$ cat src/design/sct_pkg.sv
// Package of constants and carrier types for the slow counter with periodic tick
package sct_pkg;

  // ----------------------------------------------------------------
  // Widths, constants and reset values
  // ----------------------------------------------------------------
  localparam int unsigned PRESC_W        = 15;
  localparam int unsigned COUNT_W        = 16;
  localparam int unsigned ACC_W          = 20;
  localparam logic [ACC_W-1:0] MILLION   = 20'hF_4240;
  localparam logic [1:0]  SYNC_CYCLES    = 2'h2;
  localparam logic [3:0]  TICK_OFF       = 4'h0;
  localparam logic [3:0]  TICK_SEL_MAX   = 4'hE;
  localparam int unsigned LEVEL_LOW_BIT  = 5;
  localparam int unsigned LEVEL_COUNT    = 8;
  localparam logic [COUNT_W-1:0] COUNT_RESET = 16'h0000;
  localparam logic [PRESC_W-1:0] PRESC_RESET = 15'h0000;

  // ----------------------------------------------------------------
  // Carrier types
  // ----------------------------------------------------------------
  typedef struct packed {
    logic [1:0]         timebase_source_select;
    logic               counter_enable_bit;
    logic               tick_enable_bit;
    logic [3:0]         divider_setting;
    logic [3:0]         tick_interval;
    logic               drift_fix_enable;
    logic               drift_sign;
    logic [6:0]         drift_ppm;
    logic [COUNT_W-1:0] wrap_limit;
    logic [COUNT_W-1:0] match_value;
  } sct_cfg_s;

  localparam sct_cfg_s CFG_RESET = '{
    timebase_source_select: 2'h0,
    counter_enable_bit:     1'b0,
    tick_enable_bit:        1'b0,
    divider_setting:        4'h0,
    tick_interval:          4'h0,
    drift_fix_enable:       1'b0,
    drift_sign:             1'b0,
    drift_ppm:              7'h00,
    wrap_limit:             16'hFFFF,
    match_value:            16'h0000
  };

  typedef enum logic [1:0] {
    SCT_FIX_NONE = 2'b00,
    SCT_FIX_SKIP = 2'b01,
    SCT_FIX_HOLD = 2'b10
  } sct_fix_e;

endpackage

$ cat src/design/sct_slow_counter.sv
// Slow counter and periodic tick timer sharing one prescaler
module sct_slow_counter
  import sct_pkg::*;
(
  input  wire logic                    i_sys_clk,
  input  wire logic                    i_reset_n,
  input  wire logic [3:0]              i_source_tick,
  input  wire logic                    i_cfg_write,
  input  wire sct_cfg_s                i_cfg,
  input  wire logic                    i_match_irq_enable,
  input  wire logic                    i_wrap_irq_enable,
  input  wire logic                    i_tick_irq_enable,
  input  wire logic                    i_match_flag_clear,
  input  wire logic                    i_wrap_flag_clear,
  input  wire logic                    i_tick_flag_clear,
  output logic                         o_sync_busy,
  output logic [COUNT_W-1:0]           o_count_value,
  output logic                         o_match_flag,
  output logic                         o_wrap_flag,
  output logic                         o_tick_flag,
  output logic                         o_counter_irq,
  output logic                         o_tick_irq,
  output logic                         o_match_event,
  output logic                         o_wrap_event,
  output logic                         o_tick_out,
  output logic [LEVEL_COUNT-1:0]       o_tick_level_event
);

  // ----------------------------------------------------------------
  // Helpers
  // ----------------------------------------------------------------
  // True when the step crosses a multiple of 2**bits; the top wrap
  // crosses every stage, so a skip by two loses a stage tick only when bits is 0.
  function automatic logic stage_wrapped(input logic [PRESC_W-1:0] old_v,
                                         input logic [PRESC_W-1:0] new_v,
                                         input logic [3:0]         bits);
    return ((new_v >> bits) != (old_v >> bits)) || (new_v < old_v);
  endfunction

  // ----------------------------------------------------------------
  // Configuration transfer
  // ----------------------------------------------------------------
  sct_cfg_s   shadow;
  sct_cfg_s   cfg;
  logic [1:0] sync_count;

  // Writes during busy are ignored; software must poll first
  always_ff @(posedge i_sys_clk or negedge i_reset_n)
  begin
    if (!i_reset_n)
    begin
      shadow     <= CFG_RESET;
      cfg        <= CFG_RESET;
      sync_count <= 2'h0;
    end
    else if (sync_count != 2'h0)
    begin
      sync_count <= sync_count - 2'h1;
      if (sync_count == 2'h1)
        cfg <= shadow;
    end
    else if (i_cfg_write)
    begin
      shadow     <= i_cfg;
      sync_count <= SYNC_CYCLES;
    end
  end

  assign o_sync_busy = (sync_count != 2'h0);

  // ----------------------------------------------------------------
  // Shared prescaler with drift correction
  // ----------------------------------------------------------------
  logic [PRESC_W-1:0] presc;
  logic [PRESC_W-1:0] next_presc;
  logic [ACC_W-1:0]   drift_acc;
  sct_fix_e           fix_pending;
  logic               src_step;
  logic               presc_run;

  assign src_step  = i_source_tick[cfg.timebase_source_select];
  assign presc_run = cfg.counter_enable_bit | cfg.tick_enable_bit;

  always_comb
  begin
    next_presc = presc;
    if (presc_run && src_step)
    begin
      unique case (fix_pending)
        SCT_FIX_SKIP: next_presc = presc + PRESC_W'(2);
        SCT_FIX_HOLD: next_presc = presc;
        SCT_FIX_NONE: next_presc = presc + PRESC_W'(1);
        default:      next_presc = presc + PRESC_W'(1);
      endcase
    end
  end

  // Prescaler keeps its phase when halted, hence the uncertain first tick
  always_ff @(posedge i_sys_clk or negedge i_reset_n)
  begin
    if (!i_reset_n)
      presc <= PRESC_RESET;
    else
      presc <= next_presc;
  end

  // Correction is spread evenly: one fix every million/ppm input cycles
  always_ff @(posedge i_sys_clk or negedge i_reset_n)
  begin
    if (!i_reset_n)
    begin
      drift_acc   <= '0;
      fix_pending <= SCT_FIX_NONE;
    end
    else if (presc_run && src_step)
    begin
      if (fix_pending != SCT_FIX_NONE)
        fix_pending <= SCT_FIX_NONE;
      else if (cfg.drift_fix_enable)
      begin
        if (drift_acc + ACC_W'(cfg.drift_ppm) >= MILLION)
        begin
          drift_acc   <= drift_acc + ACC_W'(cfg.drift_ppm) - MILLION;
          fix_pending <= cfg.drift_sign ? SCT_FIX_HOLD : SCT_FIX_SKIP;
        end
        else
          drift_acc <= drift_acc + ACC_W'(cfg.drift_ppm);
      end
    end
  end

  // ----------------------------------------------------------------
  // Counter, match and wrap
  // ----------------------------------------------------------------
  logic count_step;

  assign count_step = cfg.counter_enable_bit && stage_wrapped(presc, next_presc, cfg.divider_setting);

  always_ff @(posedge i_sys_clk or negedge i_reset_n)
  begin
    if (!i_reset_n)
    begin
      o_count_value <= COUNT_RESET;
      o_match_event <= 1'b0;
      o_wrap_event  <= 1'b0;
    end
    else
    begin
      o_match_event <= count_step && (o_count_value == cfg.match_value);
      o_wrap_event  <= count_step && (o_count_value == cfg.wrap_limit);
      if (count_step)
        o_count_value <= (o_count_value == cfg.wrap_limit) ? COUNT_RESET : o_count_value + 16'h0001;
    end
  end

  // ----------------------------------------------------------------
  // Tick output and level events
  // ----------------------------------------------------------------
  logic tick_sel_ok;
  logic next_tick_out;

  assign tick_sel_ok   = cfg.tick_enable_bit && (cfg.tick_interval != TICK_OFF)
                         && (cfg.tick_interval <= TICK_SEL_MAX);
  assign next_tick_out = tick_sel_ok && next_presc[cfg.tick_interval];

  always_ff @(posedge i_sys_clk or negedge i_reset_n)
  begin
    if (!i_reset_n)
    begin
      o_tick_out         <= 1'b0;
      o_tick_level_event <= '0;
    end
    else
    begin
      o_tick_out         <= next_tick_out;
      o_tick_level_event <= cfg.tick_enable_bit ?
                            next_presc[LEVEL_LOW_BIT +: LEVEL_COUNT] : '0;
    end
  end

  // ----------------------------------------------------------------
  // Sticky flags; a set in the clear cycle wins
  // ----------------------------------------------------------------
  always_ff @(posedge i_sys_clk or negedge i_reset_n)
  begin
    if (!i_reset_n)
    begin
      o_match_flag <= 1'b0;
      o_wrap_flag  <= 1'b0;
      o_tick_flag  <= 1'b0;
    end
    else
    begin
      o_match_flag <= (count_step && (o_count_value == cfg.match_value)) || (o_match_flag && !i_match_flag_clear);
      o_wrap_flag  <= (count_step && (o_count_value == cfg.wrap_limit)) || (o_wrap_flag && !i_wrap_flag_clear);
      o_tick_flag  <= (next_tick_out && !o_tick_out) || (o_tick_flag && !i_tick_flag_clear);
    end
  end

  assign o_counter_irq = (o_match_flag && i_match_irq_enable) || (o_wrap_flag && i_wrap_irq_enable);
  assign o_tick_irq    = o_tick_flag && i_tick_irq_enable;

endmodule

$ cat config.mk
export PLATFORM = sky130hd
export DESIGN_NAME = sct_slow_counter
export DESIGN_NICKNAME = d
export VERILOG_FILES = /design/src/design/sct_pkg.sv /design/src/design/sct_slow_counter.sv
export SDC_FILE = /design/constraint.sdc
export NUM_CORES = 1
export LEC_CHECK = 0
export ABC_AREA = 0
export BUFFER_PORTS_ARGS = -buffer_cell sky130_fd_sc_hd__buf_4
export CELL_PAD_IN_SITES_DETAIL_PLACEMENT = 1
export CELL_PAD_IN_SITES_GLOBAL_PLACEMENT = 2
export CORE_MARGIN = 5
export CORE_UTILIZATION = 42
export CTS_CLUSTER_SIZE = 12
export DETAILED_ROUTE_END_ITERATION = 10
export PLACE_DENSITY = 0.89
export SYNTH_ARGS = -nofsm -noshare
export SYNTH_HDL_FRONTEND = slang
export SYNTH_SLANG_ARGS = --single-unit
$ cat constraint.sdc
create_clock -name i_sys_clk -period 7.4 [get_ports i_sys_clk]
set_input_delay 0.74 -clock i_sys_clk [delete_from_list [all_inputs] [get_ports i_sys_clk]]
set_output_delay 0.74 -clock i_sys_clk [all_outputs]
set_load 0.03 [all_outputs]
* Word-level counts from Yosys, hierarchy flattened
Cells that the tools add are included.
** Storage, ports and cells
- Memory bits (read-only) :: 0
- Bits of input ports :: 66
- Memories kept :: 0
- Bits in registers :: 175
- Bits in latches :: 0
- Output and inout port bits :: 33
- Memory bits (writable) :: 0
** Operators by class
- Add/sub/neg operators :: 6
- Magnitude comparators :: 5
- Reduce and logical (&&, ||, !) cells :: 33
- $mul :: 0
- Eq/ne operators :: 6
- Divide/modulo/power cells :: 0
- Muxes and demuxes :: 15
- Bitwise logic cells :: 3
- Shift-type cells :: 2
** Operator list (count)
- 16-bit equality test :: 2
- 15-bit case mux with 2 select lines :: 1
- 15-bit by 4-bit >> shifter with 15-bit output :: 2
- 20-bit by 7-bit adder with 20-bit output :: 1
- 20-bit >= comparator, second input constant :: 1
- 20-bit 2-to-1 mux :: 1
- 20-bit subtractor, second input constant :: 1
- 16-bit by 1-bit adder with 16-bit output, second input constant :: 1
- 16-bit 2-to-1 mux :: 1
- 15-bit by 1-bit adder with 15-bit output, second input constant :: 1
- 15-bit by 2-bit adder with 15-bit output, second input constant :: 1
- 15-bit less-than comparator :: 1
- 15-bit 2-to-1 mux :: 1
- 15-bit inequality test :: 1
- 1-bit logical AND :: 14
- 2-bit 2-to-1 mux :: 6
- 2-bit nonzero test :: 5
- 8-bit 2-to-1 mux :: 1
- 3-bit AND reduction :: 2
- 1-bit logical OR :: 5
- 4-bit by 5-bit less-than comparator with 1-bit output, second input constant :: 1
- 1-bit binary-select mux with 4-bit select :: 1
- 2-bit by 1-bit equality test with 1-bit output, second input constant :: 2
- 4-bit <= comparator, second input constant :: 1
- other kinds (10) :: 16

* Logic depth before layout (Yosys ltp)
Gate-level depths: netlist of the first run.
- Word-level depth :: 10
- Depth in mapped cells :: 24

* Worst setup path before layout of the first run
No wires, ideal clock.
- Path kind :: input -> register
- Start point :: in i_source_tick[3]
- End point :: reg o_count_value[12]
- Data required time :: 7.259 ns
- Setup time :: 0.141 ns
- Stages on the path :: 20
- Path slack :: 2.797 ns
- Arrival time :: 4.462 ns
- Path through :: mux4_2 buf_2 a32o_1 o2111a_1 nor3_4 inv_1 ha_1 nand3_1 nor3_1 nand4_1 a21oi_1 a211oi_1 a41oi_1 nand3_1 a211oi_2 o311ai_1 o41ai_2 or2b_4 buf_6 o31ai_1
** Between the ends
- Longest elaborated chain between the ends :: 8
** Ends and longest elaborated chain
- start: declaration :: line sct_slow_counter.sv:7 : input wire logic [3:0] i_source_tick,
- 1-bit binary-select mux with 2-bit select * :: line sct_slow_counter.sv:81 : assign src_step = i_source_tick[cfg.timebase_source_select];
- 1-bit 2-to-1 mux (implied by the code) * :: line sct_slow_counter.sv:81
- 1-bit logical AND * :: line sct_slow_counter.sv:87 : if (presc_run && src_step)
- 15-bit 2-to-1 mux * :: line sct_slow_counter.sv:87
- net next_presc[14] :: line sct_slow_counter.sv:75 : logic [PRESC_W-1:0] next_presc;
- 15-bit by 4-bit >> shifter with 15-bit output :: line sct_slow_counter.sv:37 : return ((new_v >> bits) != (old_v >> bits)) || (new_v < old_v);
- 15-bit inequality test :: line sct_slow_counter.sv:37
- 1-bit logical OR * :: line sct_slow_counter.sv:37
- 1-bit logical AND * :: line sct_slow_counter.sv:137 : assign count_step = cfg.counter_enable_bit && stage_wrapped(presc, next_presc, cfg.divider_setting);
- end signal: assignment :: line sct_slow_counter.sv:152 : o_count_value <= (o_count_value == cfg.wrap_limit) ? COUNT_RESET : o_count_value + 16'h0001;
- end: declaration :: line sct_slow_counter.sv:17 : output logic [COUNT_W-1:0] o_count_value,
The timed path passes the listed nets; every way through them passes the cells marked *. The select of a mux whose other input is x is not followed.
A chain may end at the register's enable or synchronous reset.

* Worst setup path in the final report of the first run
- Start point :: reg presc[5]
- End point :: reg o_count_value[14]
** Between the ends
- Longest elaborated chain between the ends :: 7
** Ends and longest elaborated chain
- start: declaration :: line sct_slow_counter.sv:74 : logic [PRESC_W-1:0] presc;
- start signal: assignment :: line sct_slow_counter.sv:104 : presc <= next_presc;
- 15-bit by 1-bit adder with 15-bit output or 15-bit by 2-bit adder with 15-bit output (tied branches) :: line sct_slow_counter.sv:92, sct_slow_counter.sv:93, sct_slow_counter.sv:90
- 15-bit case mux with 2 select lines * :: line sct_slow_counter.sv:89 : unique case (fix_pending)
- 15-bit 2-to-1 mux * :: line sct_slow_counter.sv:87
- net next_presc[14] :: line sct_slow_counter.sv:75
- 15-bit by 4-bit >> shifter with 15-bit output :: line sct_slow_counter.sv:37
- 15-bit inequality test :: line sct_slow_counter.sv:37
- 1-bit logical OR * :: line sct_slow_counter.sv:37
- 1-bit logical AND * :: line sct_slow_counter.sv:137
The timed path passes the listed nets; every way through them passes the cells marked *.

==> results.txt, run 1 <==
status = finished clean
Hold-fix buffers, CTS = 0
Worst-path clk slew = 70 ps
most frequent cell after synthesis = dfrtp_1
Clk pwr share = 15.6%
DPL Wire Length = 24,600 um
cell area after layout = 12,500 um^2
global-route usage over all layers = 23.7%
register area share after synthesis = 40.4%
post-layout min period = 6250 ps
transition time at the pin with the least slew margin = 1140 ps
# rows = 59
CTS Buf Count = 17
switching share of total power = 45.4%
ranking of synthesized cells by area = dfrtp_1 33%, mux2_2 10%, dfstp_2 7.7%, mux4_2 3.9%, ha_1 3.7%
fin. max-slew vios = 0
RSZ-0062 raised after global routing = no
total grt overflow = 0
Setup crit end kind = register
cell-internal power = 3.13 mW
Final TNS setup = 0 ps
Startpoint Class = register
P_sw = 2.60 mW
post-layout util = 48.4%
root buf cell = clkbuf_16
pre-CTS setup slack = 1220 ps
Core ar. = 25,800 um^2
post-CTS setup buffer count = 0
Final Setup Violations = 0
drt initial violations = 634
Num Clock Sinks = 175
hold violation total from the final report = 0
Reg power frac = 31.6%
Lkg Pwr = 5.28 nW
Power Density = 458 nW/um^2
worst vdd ir = 0.000329 V
top cell type's share of synthesized area = 32.7%
reg2reg path depth = 18
detailed-route wire length per cell = 22.8 um
first-pass GRT wire length = 54,700 um
Avg Vias per Cell = 6.09
initial antenna violation count = 1
Netlist Area Pre-Place = 10,900 um^2
Final Worst Setup Slack = 1150 ps
io pins = 99
largest net degree at the start of global routing = 101
final wirelength = 34,300 um
Die Wd = 171 um
Synth Net Count = 1,196
Post-synth top cells = 143 x dfrtp_1, 101 x mux2_2, 87 x nand2_1
Longest Clk Path Bufs = 2
DR vias = 9,149
MaxCap Viol Count = 0
Yosys top cell by area = dfrtp_1
Post-synth EDFFs = 0
total die area = 29,400 um^2
Area Overhead vs Synth = 14.2%
top_reg_cell synth = dfrtp_1
syn_area_per_cell = 9.98 um^2
synthesis-stage register bit count = 175
CTS tree = built
DR pass1 iterations = 5
port bufs = 98
Comb pwr share = 52.8%
post-cts sizing count = 0
cells after synthesis = 1,097
Fillers = 2,865
RR Endpoint = o_count_value[14]
FFs w/ async S/R, synth = 100%
Yosys warning count = 0
Placed Area = 11,900 um^2
clock latency at the later pin of the worst-skew pair = 430 ps
DR DRC count = 0
Hold Path Class = in -> async
Final ANT Viol Nets = 0
GPL Wtd Cong = 0.954
Reg2Reg Setup Slack = 1150 ps
Tcrit/Tclk final = 84.4%
CP arrival = 6550 ps
Worst EP required = 7700 ps
Initial Util = 42.4%
distinct cell type count after synthesis = 85
proportion of layout cells with a drive suffix above 1 = 26.7%
Slew headroom = 23.6%
reg-to-reg startpoint = presc[5]
H-tree depth = 4
die height = 171 um
nets@finish = 1,253
critical path class = reg -> reg
Clock Skews = 15.0 ps
CP max FO = 22
maximum clock frequency = 160 MHz
vias in the first global route = 9,623
critical path, stage by stage (launching register included):
cell      delay (ps)
dfrtp_1          700
nand4_1          340
or4_1            610
o2111a_1         300
nor3_4           560
inv_1            150
ha_1             350
nand3_1           90
nor3_1           310
nand4_1          140
a21oi_1          200
a211oi_1          80
a41oi_1          200
nand3_1          130
a211oi_2         230
o311ai_1         170
o41ai_4         1040
or2b_4           390
o41ai_1          110
metrics by stage:
step / hold WS (ps) / instances / total power, mW
floorplan: 444 / 1097 / 3.88
global placement: 460 / 1470 / 4.68
detailed placement: 471 / 1470 / 4.78
CTS: 440 / 1502 / 5.73
global route: 465 / 1502 / 6.10
finish: 380 / 1503 / 5.73
placed cells by master, fill, tap and decap left out, drive strengths merged, types with 7 or more instances in the layout:
cell / n
buf: 107
and3: 20
o211ai: 13
nand3: 35
nand4: 17
a41oi: 7
xor2: 25
o21ai: 52
or2: 7
xnor2: 41
o31ai: 11
nor2: 54
a21o: 17
a21oi: 41
mux4: 19
or3: 8
clkinv: 10
dfrtp: 143
mux2: 101
o41ai: 13
nand2: 87
dfstp: 32
nor3: 27
o22ai: 14
and2: 13
clkbuf: 17
a31oi: 19
mux2i: 12
nor4: 16
inv: 60
ha: 32
worst max path at each step:
| stage | from | end | slack (ps) | cells past startpoint |
|---|---|---|---|---|
| after floorplan | i_source_tick[3] | o_count_value[12] | 2800 | 20 |
| after global placement | i_source_tick[1] | o_count_value[14] | 1460 | 19 |
| after detailed placement | i_source_tick[1] | o_count_value[5] | 1220 | 19 |
| after CTS | presc[6] | o_count_value[14] | 1330 | 18 |
| after global routing | fix_pending[0] | o_count_value[5] | 850 | 20 |
| final | presc[5] | o_count_value[14] | 1150 | 18 |
power groups by stage:
stage / Clock [mW] / Combinational [mW] / Sequential, mW
finish: 0.893 / 3.03 / 1.81
global route: 0.963 / 3.27 / 1.86
CTS: 0.917 / 3.01 / 1.81
detailed placement: 0 / 2.96 / 1.82
global placement: 0 / 2.89 / 1.79
floorplan: 0 / 2.21 / 1.67
cell families after synthesis:
family | after synthesis | synth area share [%]
and+or+nand+nor | 316 | 14.7
muxes | 132 | 15.4
buffers and inverters | 125 | 4.59
adders and majority gates | 33 | 3.84
DFF | 175 | 40.4
AOI/OAI and AO/OA | 250 | 15.8
xor gates and xnor gates | 66 | 5.28
layout make-up:
class / count / area, um^2 / area share [%]
repair buffers: 107 / 807 / 6.45
multi-input cells: 797 / 6050 / 48.4
clock buffers: 17 / 425 / 3.40
well taps: 335 / 419 / 3.35
inverters: 56 / 210 / 1.68
flip-flops and latches: 175 / 4420 / 35.3
clock inverters: 15 / 174 / 1.39
diodes: 1 / 2.50 / 0.0200
routing by layer:
layer / track usage (%) / up-vias / wire (um)
met5: 0 / - / 13
met3: 4.16 / 65 / 1710
met2: 39.6 / 293 / 16800
met4: 8.82 / 2 / 1110
met1: 30.9 / 4613 / 14600
li1: - / 4176 / -
state kept, by name (all words and copies together) (netlist names), 2 cells and up:
signal	cells
sync_count	2
o_tick_level_event	8
shadow	53
fix_pending	2
drift_acc	20
o_count_value	16
presc	15
cfg	53
(Power assumes the default switching activity.)
==> run 2, diff against run 1 <==
--- a/config.mk
+++ b/config.mk
@@ -10,10 +10,10 @@
 export CELL_PAD_IN_SITES_DETAIL_PLACEMENT = 1
 export CELL_PAD_IN_SITES_GLOBAL_PLACEMENT = 2
 export CORE_MARGIN = 5
-export CORE_UTILIZATION = 42
+export CORE_UTILIZATION = 39
 export CTS_CLUSTER_SIZE = 12
 export DETAILED_ROUTE_END_ITERATION = 10
-export PLACE_DENSITY = 0.89
+export PLACE_DENSITY = 0.84
 export SYNTH_ARGS = -nofsm -noshare
 export SYNTH_HDL_FRONTEND = slang
 export SYNTH_SLANG_ARGS = --single-unit
==> constraint.sdc (replaced) <==
create_clock -name i_sys_clk -period 6.36 [get_ports i_sys_clk]
set_input_delay 0.636 -clock i_sys_clk [delete_from_list [all_inputs] [get_ports i_sys_clk]]
set_output_delay 0.636 -clock i_sys_clk [all_outputs]
set_load 0.03 [all_outputs]
==> results.txt, run 2 (synthesis gave the netlist of run 1 again) <==
Hold Path Class = in -> async
CTS Buf Count = 17 (unchanged)
Slew headroom = 31.1% (+7.5 points)
most frequent cells in the layout = 143 x dfrtp_1, 113 x buf_4, 101 x mux2_2
DR DRC count = 0 (unchanged)
Power Density = 532 nW/um^2 (+16%)
die height = 178 um (+3.6%)
Reg power frac = 30.6% (-1.0 points)
Longest Clk Path Bufs = 2 (unchanged)
CTS tree = built
Lkg Pwr = 5.34 nW (+1.2%)
critical path class = reg -> reg
highest cell delay on the worst timing path = 730 ps (-310 ps)
Num Clock Sinks = 175 (unchanged)
port bufs = 98 (unchanged)
Worst path slowest cell = o41ai_4
post-cts sizing count = 0 (unchanged)
transition time at the pin with the least slew margin = 1020 ps (-118 ps)
Clock Skews = 16.4 ps (+1.45 ps)
Initial Util = 39.4% (-3.0 points)
Core ar. = 27,800 um^2 (+7.5%)
Final ANT Viol Nets = 0 (unchanged)
hold slack = 293 ps (-86.7 ps)
post-CTS setup buffer count = 0 (unchanged)
global-route usage over all layers = 22.4% (-1.2 points)
clock latency at the later pin of the worst-skew pair = 430 ps (about the same)
Clk pwr share = 16.7% (+1.1 points)
root buf cell = clkbuf_16
GPL Wtd Cong = 0.923 (-3.2%)
# rows = 61 (+3.4%)
Tcrit/Tclk final = 92.0% (+7.6 points)
io pins = 99 (unchanged)
MaxCap Viol Count = 0 (unchanged)
Worst-path clk slew = 80 ps (about the same)
largest net degree at the start of global routing = 105 (+4.0%)
post-layout util = 45.6% (-2.8 points)
proportion of layout cells with a drive suffix above 1 = 27.2% (+0.50 points)
H-tree depth = 4 (unchanged)
pre-CTS setup slack = 560 ps (-655 ps)
nets@finish = 1,261 (+0.64%)
commonest non-fill, non-tap cell in the layout = dfrtp_1
Avg Vias per Cell = 5.92 (-2.7%)
fin. max-slew vios = 0 (unchanged)
Worst EP required = 6680 ps (-1020 ps)
Fillers = 3,145 (+9.8%)
Final Setup Violations = 0 (unchanged)
cell-internal power = 3.69 mW (+18%)
reg2reg path depth = 21 (+3)
Area Overhead vs Synth = 15.8%
Startpoint Class = register
Final TNS setup = 0 ps (unchanged)
DR vias = 9,195 (+0.50%)
first-pass GRT wire length = 55,900 um (+2.1%)
DR pass1 iterations = 5 (unchanged)
status = finished clean
hold violation total from the final report = 0 (unchanged)
CP arrival = 6170 ps (-380 ps)
switching share of total power = 45.4% (about the same)
Critical Path, Cell by Cell = inv_1 -> ha_1 -> nand2b_1 -> o22ai_1 -> a31oi_1 -> nor2_1 -> inv_1 -> ha_1 -> nand3_1 -> nor3_1 -> nand4_1 -> a21oi_1 -> a211oi_1 -> a41oi_1 -> nand3_1 -> a211oi_2 -> o311ai_1 -> o41ai_4 -> buf_4 -> o21ai_0 -> o41ai_1
vias in the first global route = 9,805 (+1.9%)
Antenna Cells = 0 (-1)
Die Wd = 178 um (+3.6%)
worst vdd ir = 0.000245 V (-26%)
total die area = 31,500 um^2 (+7.2%)
P_sw = 3.06 mW (+18%)
Setup crit end kind = register
Comb pwr share = 52.7% (about the same)
crit path from = fix_pending[1]
reg-to-reg startpoint = fix_pending[1]
RSZ-0062 raised after global routing = no
Final Worst Setup Slack = 507 ps (-646 ps)
CP max FO = 19 (-14%)
drt initial violations = 844 (+33%)
Largest regs = cfg (53), shadow (53), drift_acc (20)
final wirelength = 34,700 um (+1.2%)
total grt overflow = 0 (unchanged)
post-layout min period = 5850 ps (-394 ps)
initial antenna violation count = 3 (+2)
detailed-route wire length per cell = 22.3 um (-2.0%)
Hold-fix buffers, CTS = 0 (unchanged)
maximum clock frequency = 171 MHz (+6.7%)
DPL Wire Length = 25,200 um (+2.3%)
[run 2: changes by cell type in the layout (fill, tap and decap cells not counted), sizes merged]
cell      delta
inv          +4
buf          +8
clkinv       -3
clkinvlp     -1
diode        -1
[run 2: path summary, 6_finish.rpt]
kind	end	slack, ps
setup / recovery	o_count_value[11]	510
setup reg to reg	o_count_value[11]	510
hold reg to reg	cfg[42]	480
max in group asynchronous	o_tick_flag	4500
hold / removal	cfg[40]	290
min in group i_sys_clk	o_match_flag	380
[run 2: per-layer routing]
| metal | global-route usage, % | vias to the layer above | part of all wire (%) |
|---|---|---|---|
| li1 | - | 4180 | - |
| met1 | 29.3 | 4687 | 43 |
| met2 | 37.2 | 262 | 49 |
| met3 | 4.54 | 60 | 4.9 |
| met4 | 8.06 | 6 | 2.7 |
| met5 | 0 | - | 0.17 |
[run 2: final cells by class]
cell class              instances  area (um^2)  share of cell area, %
multi-input cells             797         6050                   47.7
well taps                     378          473                   3.73
clock buffers                  17          425                   3.36
clock inverters                15          218                   1.72
repair buffers                115          880                   6.94
inverters                      56          210                   1.66
flip-flops and latches        175         4420                   34.9
[run 2: power groups by stage]
stage | sequential (mW) | combinational, mW | clock (mW)
after floorplan | 1.94 | 2.57 | 0
after global placement | 2.05 | 3.44 | 0
after detailed placement | 2.09 | 3.50 | 0
after CTS | 2.07 | 3.54 | 1.16
after global routing | 2.12 | 3.86 | 1.21
final | 2.06 | 3.55 | 1.13
[run 2: metrics by stage]
stage / cells / area, um^2 / power (mW)
after floorplan: 1097 / 10900 / 4.51
after global placement: 1521 / 12000 / 5.49
after detailed placement: 1521 / 12000 / 5.58
after CTS: 1553 / 12700 / 6.76
after global routing: 1553 / 12700 / 7.19
final: 1553 / 12700 / 6.74
[run 2: worst max-delay path: cells and delay by family, from the launching register on]
family | cells | cell delay, ps
compound gates | 10 | 2520
fa+ha+maj | 2 | 1010
simple gates | 6 | 1220
flops | 1 | 360
buf+inv | 3 | 600
==> run 3, diff against run 2 <==
--- a/config.mk
+++ b/config.mk
@@ -10,10 +10,10 @@
 export CELL_PAD_IN_SITES_DETAIL_PLACEMENT = 1
 export CELL_PAD_IN_SITES_GLOBAL_PLACEMENT = 2
 export CORE_MARGIN = 5
-export CORE_UTILIZATION = 39
+export CORE_UTILIZATION = 35
 export CTS_CLUSTER_SIZE = 12
 export DETAILED_ROUTE_END_ITERATION = 10
-export PLACE_DENSITY = 0.84
+export PLACE_DENSITY = 0.79
 export SYNTH_ARGS = -nofsm -noshare
 export SYNTH_HDL_FRONTEND = slang
 export SYNTH_SLANG_ARGS = --single-unit
==> constraint.sdc (replaced) <==
create_clock -name i_sys_clk -period 5.26 [get_ports i_sys_clk]
set_input_delay 0.526 -clock i_sys_clk [delete_from_list [all_inputs] [get_ports i_sys_clk]]
set_output_delay 0.526 -clock i_sys_clk [all_outputs]
set_load 0.03 [all_outputs]
==> results.txt, run 3 (synthesis gave the netlist of run 1 again) <==
status = finished clean
Critical Path, Cell by Cell = inv_1 -> ha_2 -> nand2b_1 -> o41ai_1 -> o211ai_1 -> o21ai_1 -> inv_1 -> ha_1 -> nand3_1 -> nor3_1 -> nand4_1 -> a21oi_1 -> a211oi_1 -> a41oi_1 -> nand3_1 -> a211oi_2 -> o311ai_1 -> o41ai_4 -> buf_4 -> o21ai_0 -> o41ai_1
Num Clock Sinks = 175 (unchanged)
Worst path slowest cell = o41ai_1
Fillers = 3,500 (+11%)
Worst-path clk slew = 70 ps (about the same)
proportion of layout cells with a drive suffix above 1 = 29.3% (+2.1 points)
Die Wd = 187 um (+5.2%)
Setup crit end kind = register
area of the multi-input gates = 6060 um^2 (+0.19%)
Area Overhead vs Synth = 17.4%
Clock Skews = 13.4 ps (-3.01 ps)
cell-internal power = 4.54 mW (+23%)
Initial Util = 35.6% (-3.8 points)
CP max FO = 19 (unchanged)
total grt overflow = 0 (unchanged)
# rows = 64 (+4.9%)
Post-Layout Cell Count = 1,599 (+3.0%)
Comb pwr share = 54.4% (+1.7 points)
nets@finish = 1,289 (+2.2%)
hold violation total from the final report = 0 (unchanged)
post-layout min period = 4930 ps (-926 ps)
Core ar. = 30,700 um^2 (+11%)
CP arrival = 5250 ps (-920 ps)
Avg Vias per Cell = 5.73 (-3.3%)
Placed Area = 12,300 um^2 (+1.9%)
GPL Wtd Cong = 0.927 (+0.43%)
RSZ-0062 raised after global routing = no
highest cell delay on the worst timing path = 610 ps (-120 ps)
largest net degree at the start of global routing = 111 (+5.7%)
global-route usage over all layers = 19.8% (-2.7 points)
clock latency at the later pin of the worst-skew pair = 440 ps (about the same)
transition time at the pin with the least slew margin = 925 ps (-98.0 ps)
Slew headroom = 37.7% (+6.6 points)
Final TNS setup = 0 ps (unchanged)
Largest regs = cfg (53), shadow (53), drift_acc (20)
H-tree depth = 4 (unchanged)
switching share of total power = 44.6% (-0.76 points)
CTS Buf Count = 17 (unchanged)
Startpoint Class = register
DPL Wire Length = 25,700 um (+2.2%)
cell area after layout = 12,900 um^2 (+1.4%)
Lkg Pwr = 5.46 nW (+2.1%)
Overall Power = 8.19 mW (+21%)
die height = 187 um (+5.2%)
Inst Count DP = 1,567 (+3.0%)
Hold Path Class = in -> async
Tcrit/Tclk final = 93.7% (+1.6 points)
drt initial violations = 598 (-29%)
final wirelength = 34,900 um (+0.67%)
Worst EP required = 5580 ps (-1100 ps)
initial antenna violation count = 2 (-1)
Power Density = 637 nW/um^2 (+20%)
first-pass GRT wire length = 55,700 um (-0.25%)
io pins = 99 (unchanged)
Clk pwr share = 15.4% (-1.3 points)
vias in the first global route = 9,740 (-0.66%)
reg2reg path depth = 21 (unchanged)
Final ANT Viol Nets = 0 (unchanged)
CTS tree = built
Reg power frac = 30.2% (-0.4 points)
Antenna Cells = 0 (unchanged)
DR DRC count = 0 (unchanged)
most frequent cells in the layout = 143 x dfrtp_1, 142 x buf_4, 101 x mux2_2
DR vias = 9,156 (-0.42%)
Sequential cell area = 4420 um^2 (unchanged)
DR pass1 iterations = 5 (unchanged)
root buf cell = clkbuf_16
Longest Clk Path Bufs = 2 (unchanged)
maximum clock frequency = 203 MHz (+19%)
total die area = 34,900 um^2 (+11%)
MaxCap Viol Count = 0 (unchanged)
worst vdd ir = 0.000418 V (+71%)
Final Setup Violations = 0 (unchanged)
critical path class = reg -> reg
detailed-route wire length per cell = 21.8 um (-2.2%)
commonest non-fill, non-tap cell in the layout = dfrtp_1
fin. max-slew vios = 0 (unchanged)
P_sw = 3.65 mW (+19%)
port bufs = 98 (unchanged)
## run 3: area by class of cell
| type | count | area share, % |
|---|---|---|
| Multi-Input combinational cell | 797 | 47.1 |
| Sequential cell | 175 | 34.4 |
| Timing Repair Buffer | 143 | 8.40 |
| Tap cell | 396 | 3.85 |
| Clock buffer | 17 | 3.31 |
| Inverter | 56 | 1.64 |
| Clock inverter | 15 | 1.28 |
## run 3: power by group through the flow
stage,clock network [mW],registers [mW],logic [mW]
6_report,1.26,2.47,4.45
5_1_grt,1.35,2.55,4.83
4_1_cts,1.30,2.47,4.44
3_5_place_dp,0,2.50,4.41
3_3_place_gp,0,2.47,4.36
2_1_floorplan,0,2.34,3.11
## run 3: path summary, 6_finish.rpt
kind / startpoint / end / slack (ps)
max in group asynchronous: i_reset_n / shadow[24] / 3910
hold reg to reg: o_tick_out / o_tick_flag / 480
setup / recovery: fix_pending[0] / o_count_value[11] / 330
hold / removal: i_reset_n / cfg[32] / 160
min in group i_sys_clk: i_wrap_flag_clear / o_wrap_flag / 260
setup reg to reg: fix_pending[0] / o_count_value[11] / 330
## run 3: metrics by stage
stage	hold WS [ps]	setup WS [ps]	util (%)
detailed placement	469	182	39.9
finish	165	332	41.8
CTS	246	113	41.8
global placement	458	345	39.9
global route	246	23.7	41.8
floorplan	230	832	-
## run 3: timing repair
item,in CTS,in global routing
setup endpoints to repair,0,19
setup buffers,0,0
hold buffers,0,0
gates resized for setup,0,5
## run 3: worst max-delay path: cells and delay by family, from the launching register on
kind,cells,cell delay (ps)
AO/OA/AOI/OAI,11,2390
buffers and inverters,3,430
AND/OR/NAND/NOR,5,730
adder cells (fa/ha/maj),2,860
flip-flops,1,360
## run 3: per-layer routing
metal / part of all wire, % / GRT usage (%) / wire [um]
met2: 49 / 33.7 / 17200
met3: 4.4 / 3.42 / 1530
met5: 0.11 / 0 / 40
met4: 1.8 / 5.35 / 627
met1: 44 / 26.2 / 15500
